<file path="src/hdl/tps_cfg.svh">
// offsets, field positions, reset values and divider codes
// assumes a 32-bit apb word per register, index times four
`ifndef TPS_CFG_SVH
`define TPS_CFG_SVH
`define TPS_IDX_MODE0 20'hF0190
`define TPS_IDX_MODE1 20'hF0192
`define TPS_IDX_MODE2 20'hF0194
`define TPS_IDX_MODE3 20'hF0196
`define TPS_IDX_PRESC 20'hF01B6
`define TPS_IDX_RUN 20'hF01C0
`define TPS_IDX_STAT 20'hF01C2
`define TPS_RST_PRESC 16'h0000
`define TPS_RST_MODE 16'h0000
`define TPS_RST_RUN 4'h0
`define TPS_PRESC_WMASK 16'h33FF
`define TPS_MODE_WMASK 16'hDFCF
`define TPS_MODE0_WMASK 16'hD7CF
`define TPS_FA_LSB 0
`define TPS_FB_LSB 4
`define TPS_FC_LSB 8
`define TPS_FD_LSB 12
`define TPS_COARSE_CH 4'hA
`define TPS_EXP_C0 4'h1
`define TPS_EXP_C1 4'h2
`define TPS_EXP_C2 4'h4
`define TPS_EXP_C3 4'h6
`define TPS_EXP_D0 4'h8
`define TPS_EXP_D1 4'hA
`define TPS_EXP_D2 4'hC
`define TPS_EXP_D3 4'hE
`define TPS_DIV_W 15
`endif

</file>
<file path="src/hdl/tps_pkg.sv">
// types shared by the prescaler and clock-select block
// assumes tps_cfg.svh supplies the numeric constants
package tps_pkg;
  typedef struct packed {
    logic [1:0] op_clock_sel;
    logic rsv13;
    logic count_clock_source_sel;
    logic bit11;
    logic [2:0] trigger_source_sel;
    logic [1:0] input_edge_sel;
    logic [1:0] rsv54;
    logic [3:0] channel_op_mode_sel;
  } tps_mode_s;
  typedef enum logic [1:0] {
    TPS_EDGE_FALL = 2'h0,
    TPS_EDGE_RISE = 2'h1,
    TPS_EDGE_BOTH_L = 2'h2,
    TPS_EDGE_BOTH_H = 2'h3
  } tps_edge_e;
  typedef logic [3:0] tps_exp_t;
endpackage

</file>
<file path="src/hdl/tps_clk_sel.sv">
// timer prescaler and per-channel operation clock selection
// assumes an apb master on pclk; pins synchronous to pclk
//
// Overview of operation
// - clocks a and b are fclk over two to the power of nibble fields.
// - clock c divides fclk by 2, 4, 16 or 64 per 2-bit code.
// - clock d divides fclk by 256, 1024, 4096 or 16384 per code.
// - each divided clock is a one-cycle enable pulse, not a square wave.
// - undivided clock with zero compare value hides channel interrupts.
// - reset clears prescaler select and all mode registers to zero.
// - select code 00 picks a, 01 c, 10 b, 11 d.
// - clocks c and d reachable only from channels 1 and 3.
// - selected clock feeds edge detector; count source bit picks tick.
// - source bit 0 counts operation clock, 1 counts input edges.
// - bit 11 is master on ch2, split on ch1 and 3, zero on ch0.
//
// Added by the designer: register access over APB.
`include "tps_cfg.svh"
`timescale 1ns/1ns
module tps_clk_sel (
  input wire logic pclk,
  input wire logic presetn,
  input wire logic psel,
  input wire logic penable,
  input wire logic pwrite,
  input wire logic [31:0] paddr,
  input wire logic [31:0] pwdata,
  output logic [31:0] prdata,
  output logic pready,
  output logic pslverr,
  input wire logic [3:0] timer_input_pin,
  input wire logic [3:0] chan_irq_raw,
  input wire logic [63:0] channel_compare_value,
  output logic [3:0] shared_op_clock,
  output logic [3:0] chan_op_clock,
  output logic [3:0] count_tick,
  output logic [3:0] chan_irq_det,
  output logic [3:0] channel_enabled_flag,
  output logic master_role_sel,
  output logic [1:0] eight_bit_split_sel
);
  logic [15:0] presc_q;
  tps_pkg::tps_mode_s mode_q [4];
  logic [3:0] run_q;
  logic [`TPS_DIV_W-1:0] cnt_q;
  logic [3:0] op_q;
  logic [3:0] op_d;
  logic [31:0] prdata_q;
  logic [3:0] pin_q;
  logic [3:0] tick_q;
  logic [3:0] chop_q;
  logic [3:0] irq_q;
  logic [3:0] sup;
  logic [1:0] eff_sel [4];
  tps_pkg::tps_exp_t exp_c;
  tps_pkg::tps_exp_t exp_d;
  logic [3:0] coarse_ok;
  logic hit_mode [4];
  logic hit_presc;
  logic hit_run;
  logic hit_stat;
  logic hit_any;
  logic wr_en;

  // true once every 2^k cycles, aligned to the shared divider
  function automatic logic div_pulse(
    input logic [`TPS_DIV_W-1:0] cnt,
    input tps_pkg::tps_exp_t k
  );
    logic [`TPS_DIV_W-1:0] mask;
    mask = `TPS_DIV_W'((16'h0001 << k) - 16'h0001);
    div_pulse = &(cnt | ~mask);
  endfunction

  // address decode: each register sits at four times its index
  assign hit_mode[0] = paddr == {10'h000, `TPS_IDX_MODE0, 2'h0};
  assign hit_mode[1] = paddr == {10'h000, `TPS_IDX_MODE1, 2'h0};
  assign hit_mode[2] = paddr == {10'h000, `TPS_IDX_MODE2, 2'h0};
  assign hit_mode[3] = paddr == {10'h000, `TPS_IDX_MODE3, 2'h0};
  assign hit_presc = paddr == {10'h000, `TPS_IDX_PRESC, 2'h0};
  assign hit_run = paddr == {10'h000, `TPS_IDX_RUN, 2'h0};
  assign hit_stat = paddr == {10'h000, `TPS_IDX_STAT, 2'h0};
  assign hit_any = hit_mode[0] | hit_mode[1] | hit_mode[2]
    | hit_mode[3] | hit_presc | hit_run | hit_stat;
  // zero wait state; unmapped addresses answer with an error
  assign pready = 1'b1;
  assign pslverr = psel & penable & ~hit_any;
  assign wr_en = psel & penable & pwrite & hit_any;
  assign prdata = prdata_q;

  // read data captured in the setup cycle so it comes from a flop
  always_ff @(posedge pclk or negedge presetn) begin
    if (!presetn) begin
      prdata_q <= 32'h0000_0000;
    end else if (psel && !penable && !pwrite) begin
      prdata_q <= 32'h0000_0000;
      if (hit_presc) prdata_q <= {16'h0000, presc_q};
      if (hit_run) prdata_q <= {28'h0000000, run_q};
      if (hit_stat) prdata_q <= {13'h0000, op_q, cnt_q};
      for (int i = 0; i < 4; i++) begin
        if (hit_mode[i]) prdata_q <= {16'h0000, mode_q[i]};
      end
    end
  end

  // reserved bits dropped on write and read back as zero
  always_ff @(posedge pclk or negedge presetn) begin
    if (!presetn) begin
      presc_q <= `TPS_RST_PRESC;
    end else if (wr_en && hit_presc) begin
      presc_q <= pwdata[15:0] & `TPS_PRESC_WMASK;
    end
  end

  always_ff @(posedge pclk or negedge presetn) begin
    if (!presetn) begin
      run_q <= `TPS_RST_RUN;
    end else if (wr_en && hit_run) begin
      run_q <= pwdata[3:0];
    end
  end
  assign channel_enabled_flag = run_q;

  always_ff @(posedge pclk or negedge presetn) begin
    if (!presetn) begin
      cnt_q <= '0;
    end else begin
      cnt_q <= cnt_q + `TPS_DIV_W'(1);
    end
  end

  // coarse exponents for the two-bit fields
  always_comb begin
    case (presc_q[`TPS_FC_LSB +: 2])
      2'h0: exp_c = `TPS_EXP_C0;
      2'h1: exp_c = `TPS_EXP_C1;
      2'h2: exp_c = `TPS_EXP_C2;
      default: exp_c = `TPS_EXP_C3;
    endcase
    case (presc_q[`TPS_FD_LSB +: 2])
      2'h0: exp_d = `TPS_EXP_D0;
      2'h1: exp_d = `TPS_EXP_D1;
      2'h2: exp_d = `TPS_EXP_D2;
      default: exp_d = `TPS_EXP_D3;
    endcase
  end

  assign op_d[0] = div_pulse(cnt_q, presc_q[`TPS_FA_LSB +: 4]);
  assign op_d[1] = div_pulse(cnt_q, presc_q[`TPS_FB_LSB +: 4]);
  assign op_d[2] = div_pulse(cnt_q, exp_c);
  assign op_d[3] = div_pulse(cnt_q, exp_d);

  always_ff @(posedge pclk or negedge presetn) begin
    if (!presetn) begin
      op_q <= 4'h0;
    end else begin
      op_q <= op_d;
    end
  end
  assign shared_op_clock = op_q;

  // coarse clocks only reach channels 1 and 3; the rest fold onto a and b
  assign coarse_ok = `TPS_COARSE_CH;

  genvar n;
  generate
    for (n = 0; n < 4; n++) begin : g_ch
      logic fmck;
      logic edge_hit;
      logic rise;
      logic fall;
      logic [15:0] cmp;
      logic [15:0] wmask;
      assign wmask = (n == 0) ? `TPS_MODE0_WMASK : `TPS_MODE_WMASK;
      assign cmp = channel_compare_value[16*n +: 16];

      // channel 0 bit 11 is write-ignored zero
      always_ff @(posedge pclk or negedge presetn) begin
        if (!presetn) begin
          mode_q[n] <= `TPS_RST_MODE;
        end else if (wr_en && hit_mode[n]) begin
          mode_q[n] <= pwdata[15:0] & wmask;
        end
      end

      // channels 0 and 2 lose the coarse clocks
      assign eff_sel[n] = {mode_q[n].op_clock_sel[1],
        mode_q[n].op_clock_sel[0] & coarse_ok[n]};
      // code 01 maps to c, 10 maps to b
      assign fmck = op_q[{eff_sel[n][0], eff_sel[n][1]}];

      // pin sampled on the operation clock
      always_ff @(posedge pclk or negedge presetn) begin
        if (!presetn) begin
          pin_q[n] <= 1'b0;
        end else if (fmck) begin
          pin_q[n] <= timer_input_pin[n];
        end
      end
      assign rise = fmck & timer_input_pin[n] & ~pin_q[n];
      assign fall = fmck & ~timer_input_pin[n] & pin_q[n];
      always_comb begin
        case (tps_pkg::tps_edge_e'(mode_q[n].input_edge_sel))
          tps_pkg::TPS_EDGE_FALL: edge_hit = fall;
          tps_pkg::TPS_EDGE_RISE: edge_hit = rise;
          default: edge_hit = rise | fall;
        endcase
      end

      // count source select, gated by channel enable
      always_ff @(posedge pclk or negedge presetn) begin
        if (!presetn) begin
          tick_q[n] <= 1'b0;
          chop_q[n] <= 1'b0;
        end else begin
          tick_q[n] <= run_q[n] & (mode_q[n].count_clock_source_sel
            ? edge_hit : fmck);
          chop_q[n] <= fmck;
        end
      end

      // undivided clock with zero compare hides requests
      assign sup[n] = (cmp == 16'h0000) &&
        ((eff_sel[n] == 2'h0 && presc_q[`TPS_FA_LSB +: 4] == 4'h0) ||
         (eff_sel[n] == 2'h2 && presc_q[`TPS_FB_LSB +: 4] == 4'h0));
      always_ff @(posedge pclk or negedge presetn) begin
        if (!presetn) begin
          irq_q[n] <= 1'b0;
        end else begin
          irq_q[n] <= chan_irq_raw[n] & ~sup[n];
        end
      end
    end
  endgenerate

  assign count_tick = tick_q;
  assign chan_op_clock = chop_q;
  assign chan_irq_det = irq_q;
  assign master_role_sel = mode_q[2].bit11;
  assign eight_bit_split_sel = {mode_q[3].bit11, mode_q[1].bit11};
endmodule // tps_clk_sel

</file>
<file path="config.mk">
export PLATFORM = sky130hd
export DESIGN_NAME = tps_clk_sel
export DESIGN_NICKNAME = d
export VERILOG_FILES = /design/src/hdl/tps_pkg.sv /design/src/hdl/tps_clk_sel.sv
export VERILOG_INCLUDE_DIRS = /design/src /design/src/hdl
export SDC_FILE = /design/constraint.sdc
export NUM_CORES = 1
export LEC_CHECK = 0
export CAP_MARGIN = 20
export CORE_MARGIN = 2
export CORE_UTILIZATION = 30
export CTS_BUF_LIST = sky130_fd_sc_hd__clkbuf_8
export CTS_CLUSTER_SIZE = 8
export DETAILED_ROUTE_END_ITERATION = 12
export DONT_BUFFER_PORTS = 1
export GPL_TIMING_DRIVEN = 0
export SLEW_MARGIN = 25
export SYNTH_ARGS = -nofsm -noshare
export SYNTH_HDL_FRONTEND = slang
export SYNTH_SLANG_ARGS = --single-unit
</file>
<file path="constraint.sdc">
create_clock -name pclk -period 4.2 [get_ports pclk]
set_input_delay 0.84 -clock pclk [delete_from_list [all_inputs] [get_ports pclk]]
set_output_delay 0.84 -clock pclk [all_outputs]
set_load 0.02 [all_outputs]
</file>
=== After elaboration in Yosys (flattened, before gate mapping) ===
Cells that the tools add are included.

* Output and inout port bits: 57
* Word-level logic and storage cells: 204
* Bits in registers: 134
* Bits of input ports: 141

* Magnitude comparators: 4
* Reduce and logical (&&, ||, !) cells: 46
* Bitwise logic cells: 59
* Add/sub/neg operators: 5
* Mux-type cells: 25
* Equal/unequal tests: 17
* Shift operators: 4

{| class="wikitable"
|+ Operators with widths
! cell !! count
|-
| $eq A32 B22 Y1 const B || 7
|-
| $mux W19 || 5
|-
| $logic_not A16 Y1 || 4
|-
| $not A15 Y15 || 4
|-
| $or A15 B15 Y15 || 4
|-
| $reduce_and A15 Y1 || 4
|-
| $sub A15 B1 Y15 const B || 4
|-
| $shl A1 B4 Y15 const A || 3
|-
| $and A1 B1 Y1 || 28
|-
| $mux W14 || 2
|-
| $logic_and A1 B1 Y1 || 20
|-
| $logic_not A2 Y1 || 10
|-
| $pmux W3 S3 || 2
|-
| $add A15 B1 Y15 const B || 1
|-
| $shl A1 B3 Y15 const A || 1
|-
| $not A1 Y1 || 13
|-
| $eq A2 B1 Y1 const B || 6
|-
| $mux W1 || 10
|-
| $or A1 B1 Y1 || 10
|-
| $eq A2 B2 Y1 const B || 4
|-
| $logic_not A4 Y1 || 2
|-
| $pmux W1 S2 || 4
|-
| $lt A1 B3 Y1 const B || 2
|-
| $lt A2 B3 Y1 const B || 2
|-
| other kinds (3) || 8
|}

=== Longest topological paths before layout ===
* Depth after elaboration: 9
* Depth in mapped cells: 11
* Gate-level depth less buffers: 9

=== Worst setup path before layout ===
OpenSTA, ideal clock, no wires.

* Path kind: input to output
* Start point: input paddr[1]
* End point: output pslverr
* Required time: 3.360 ns
* Path buffers: 1
* Setup slack: 1.219 ns
* Arrival: 2.141 ns
* Cell stages on the path: 5
* Path through: nor4_1 nand4_1 nor3_2 clkbuf_1 a21oi_1

* Cells in the longest elaborated chain, start to end: 9
* Elaborated cells on any way between the ends: 15
* Classes of those cells: eq/ne (7); bitwise (8)

{| class="wikitable"
|+ RTL lines
! what !! line !! source
|-
| from (decl) || tps_clk_sel.sv:26 || <nowiki>input wire logic [31:0] paddr,</nowiki>
|-
| $eq A32 B22 Y1, on equally long branches || tps_clk_sel.sv:76, tps_clk_sel.sv:77 ||
|-
| $or A1 B1 Y1 (2 in series) || tps_clk_sel.sv:83 || <nowiki>assign hit_any = hit_mode[0] | hit_mode[1] | hit_mode[2]</nowiki>
|-
| $or A1 B1 Y1 (3 in series) || tps_clk_sel.sv:84 || <nowiki>| hit_mode[3] | hit_presc | hit_run | hit_stat;</nowiki>
|-
| $or A1 B1 Y1 (*) || tps_clk_sel.sv:84 ||
|-
| $not A1 Y1 (*) || tps_clk_sel.sv:87 || <nowiki>assign pslverr = psel & penable & ~hit_any;</nowiki>
|-
| $and A1 B1 Y1 (*) || tps_clk_sel.sv:87 ||
|-
| to (decl) || tps_clk_sel.sv:30 || <nowiki>output logic pslverr,</nowiki>
|}

Mark *: on every way between the ends. The rest lies on a longest branch, timed or not.

=== Worst setup path in the final report ===
Ends and elaborated chain as after synthesis.

==> results.json <==
{
  "drv_cap": 0,
  "fin_tns_setup_ns": 0,
  "cp_slowest_stage_delay_ns": 0.52,
  "postCtsSetupRepairBufs": 0,
  "syn_avg_cell_area_um2": 10.24,
  "holdWs_ns": 0.08260,
  "synth-xor-area-share_pct": 2.018,
  "cts_root_buf": "clkbuf_8",
  "clkTransAtPathRegs_ns": 0.07,
  "syn_area_um2": 6511,
  "synthTopCellsByArea": "dfrtp_1 47%, mux2_2 8.8%, nand2_1 3.3%",
  "synth_top_family_by_area": "simple AND/OR/NAND/NOR gates",
  "routed_wl_um": 21030,
  "min_period_ns": 3.656,
  "yosysWarnings": 0,
  "first_pass_iters": 7,
  "num-fill-cells": 2158,
  "cts_tree": "built",
  "seq_area_frac_synth_pct": 46.50,
  "synthSimpleGateAreaFrac_pct": 17.16,
  "muxShareOfSynthArea_pct": 14.51,
  "final_nets": 815,
  "grt_pass1_wl_um": 30830,
  "max_freq_ghz": 0.2735,
  "synth_compound_area_share_pct": 13.39,
  "port_buffers": 0,
  "final-hold-violation-count": 0,
  "cp_slowest_cell": "nor3_2",
  "synth_cell_types": 59,
  "die_h_um": 151.3,
  "hold_buffers": 0,
  "min_period_over_period_pct": 87.05,
  "gp_congestion": 0.9352,
  "ctsHtreeMaxLevel": 4,
  "die_w_um": 151.3,
  "power.leakage_nw": 3.200,
  "synth_edf_count": 0,
  "r2r_slack_ns": 1.27,
  "detail-route-antenna-nets": 0,
  "utilization_pct": 34.33,
  "r2r_start": "presc_q[7]",
  "synthAdderAreaFrac_pct": 1.153,
  "hpwlAfterDp_um": 15550,
  "wl_per_cell_um": 22.00,
  "powerDensity_nw_per_um2": 304.5,
  "tritoncts.num_buffers": 17,
  "grt_antenna_before_repair": 0,
  "clk_latency_ns": 0.47,
  "slew_viol_final": 0,
  "grt_max_degree": 122,
  "fin_skew_ns": 0.01234,
  "grt_pass1_vias": 5194,
  "yosys.area.top_type_share_pct": 46.50,
  "status": "completed",
  "die-area_um2": 22900,
  "synth_largest_area_cell": "dfrtp_1",
  "finalSetupViolations": 0,
  "vias_per_cell": 5.596,
  "syn_inst": 636,
  "critPathCaptureType": "output port",
  "path_max_fanout": 10,
  "hold_path_class": "input port to asynchronous set/reset pin",
  "ys_ff_latch": 121,
  "cp_cell_sequence": "nor4_1 -> nand4_1 -> nor3_2 -> clkbuf_1 -> a21oi_1",
  "ir_drop_uv": 130.3,
  "clkSinkCount": 121,
  "crit_type": "input port to output port",
  "crit_arrival_ns": 2.82,
  "synth_flop_cell": "dfrtp_1",
  "cts_repair_resize_count": 0,
  "syn_to_final_growth_pct": 11.53,
  "setup.worst_path.start": "paddr[1]",
  "ys_async_sr_fraction_pct": 100.0,
  "core_area_um2": 21150,
  "drive_gt1_share_pct": 18.68,
  "drc": 0,
  "cts.path.max_buffers": 2,
  "critical_path_required_ns": 3.36,
  "io_pins": 198,
  "grt.total_usage_pct": 18.60,
  "drt_iter0_drc": 459,
  "seq_area_um2": 3028,
  "slew_headroom_pct": 42.14,
  "rsz0062_at_grt": "false",
  "fp-row-count": 53,
  "num_vias": 5350,
  "start_util_pct": 30.78,
  "tightest_slew_ns": 0.8599,
  "cp-start-kind": "input port",
  "overflow": 0,
  "multi_input_area_um2": 3206
}
==> routing by layer <==
| layer | GRT usage (%) | up-vias | wire length [um] |
|---|---|---|---|
| met5 | 0 | - | 0 |
| met4 | 7.570 | 0 | 488 |
| met3 | 6.325 | 25 | 2202 |
| met2 | 28.89 | 320 | 9620 |
| met1 | 23.70 | 2610 | 8721 |
| li1 | - | 2395 | - |
==> synth_stat cells (6+ instances only) <==
master and number:
inv_1 17, nor2_1 43, xnor2_1 7, and2_1 6, mux2_4 10, dfrtp_1 121
o21ai_0 35, a222oi_1 9, mux2_1 12, ha_1 6, a21oi_1 33, nand3_1 14
buf_4 19, nand2_1 57, nand4_1 8, xor2_1 8, o22ai_1 7, mux2_2 51
o31ai_1 6, clkbuf_1 25, and3_1 10, nor4_1 30, nor3_1 11
==> registers in the layout, summed over array words and instances (netlist names) <==
| name | count |
|---|---|
| master_role_sel | 1 |
| prdata | 19 |
| pin_q | 4 |
| count_tick | 4 |
| chan_op_clock | 4 |
| eff_sel | 6 |
| channel_enabled_flag | 4 |
| chan_irq_det | 4 |
| shared_op_clock | 4 |
| presc_q | 12 |
| cnt_q | 15 |
| eight_bit_split_sel | 2 |
| mode_q | 42 |
==> report_power, final <==
part           internal [W]  leakage (nW)  switching, W
registers           0.00118          1.63     0.0000254
logic             0.0000306          1.40     0.0000500
clock network      0.000431         0.176      0.000498
==> cells by family after synthesis <==
| family | after synthesis |
|---|---|
| AO/OA/AOI/OAI | 134 |
| XOR/XNOR | 15 |
| adder cells (fa/ha/maj) | 6 |
| buffers and inverters | 66 |
| flip-flops | 121 |
| multiplexers | 79 |
| other | 2 |
| AND/OR/NAND/NOR | 213 |
==> worst max-delay path: cells and delay by family <==
family / cells / cell delay [ns]
AO/OA/AOI/OAI: 1 / 0.33
buffers and inverters: 1 / 0.48
AND/OR/NAND/NOR: 3 / 1.15
==> final cells by class <==
type                            count  area share, %
Sequential cell                   121          41.70
Antenna cell                        1        0.03446
Clock buffer                       19          3.601
Tap cell                          275          4.738
Buffer                             49          3.739
Multi-Input combinational cell    461          44.14
Inverter                           17         0.8787
Clock inverter                     12          1.103
Timing Repair Buffer                1        0.06892
==> path summary, 6_finish.rpt <==
| kind | endpoint | cells past startpoint |
|---|---|---|
| max reg2reg | shared_op_clock[1] | 11 |
| min reg2reg | count_tick[0] | 1 |
| min in group pclk | count_tick[0] | 1 |
| min | prdata[13] | 0 |
| max | pslverr | 5 |
| max in group asynchronous | pin_q[1] | 0 |
==> stage by stage <==
step | cells | power [W] | cell area, um2 | setup slack (ns)
CTS | 955 | 0.002228 | 7253 | 0.5813
global route | 955 | 0.002301 | 7259 | 0.4527
global placement | 923 | 0.001305 | 6900 | 0.4524
detailed placement | 924 | 0.001305 | 6912 | 0.6004
floorplan | 648 | 0.001285 | 6556 | 1.219
finish | 956 | 0.002212 | 7262 | 0.5438
==> cells in the final DEF (no fill, tap or decap), types with 5 or more instances in the layout <==
cell type / instances
a222oi_1: 9
nor4_1: 28
o21ai_0: 35
a21oi_1: 33
o31ai_1: 6
mux2_4: 10
xor2_1: 8
nor3_1: 11
a22oi_1: 5
nand4_1: 8
mux2_1: 12
nor2_1: 43
a221oi_1: 5
o22ai_1: 7
nor4b_1: 5
and3_1: 10
buf_4: 19
mux2_2: 51
nand2_1: 57
clkbuf_8: 19
clkbuf_1: 25
xnor2_1: 7
and2_1: 6
nand3_1: 14
ha_1: 6
nor2b_1: 5
dfrtp_1: 121
conb_1: 14
inv_1: 19
No activity file was read; power rests on OpenSTA's default activity.
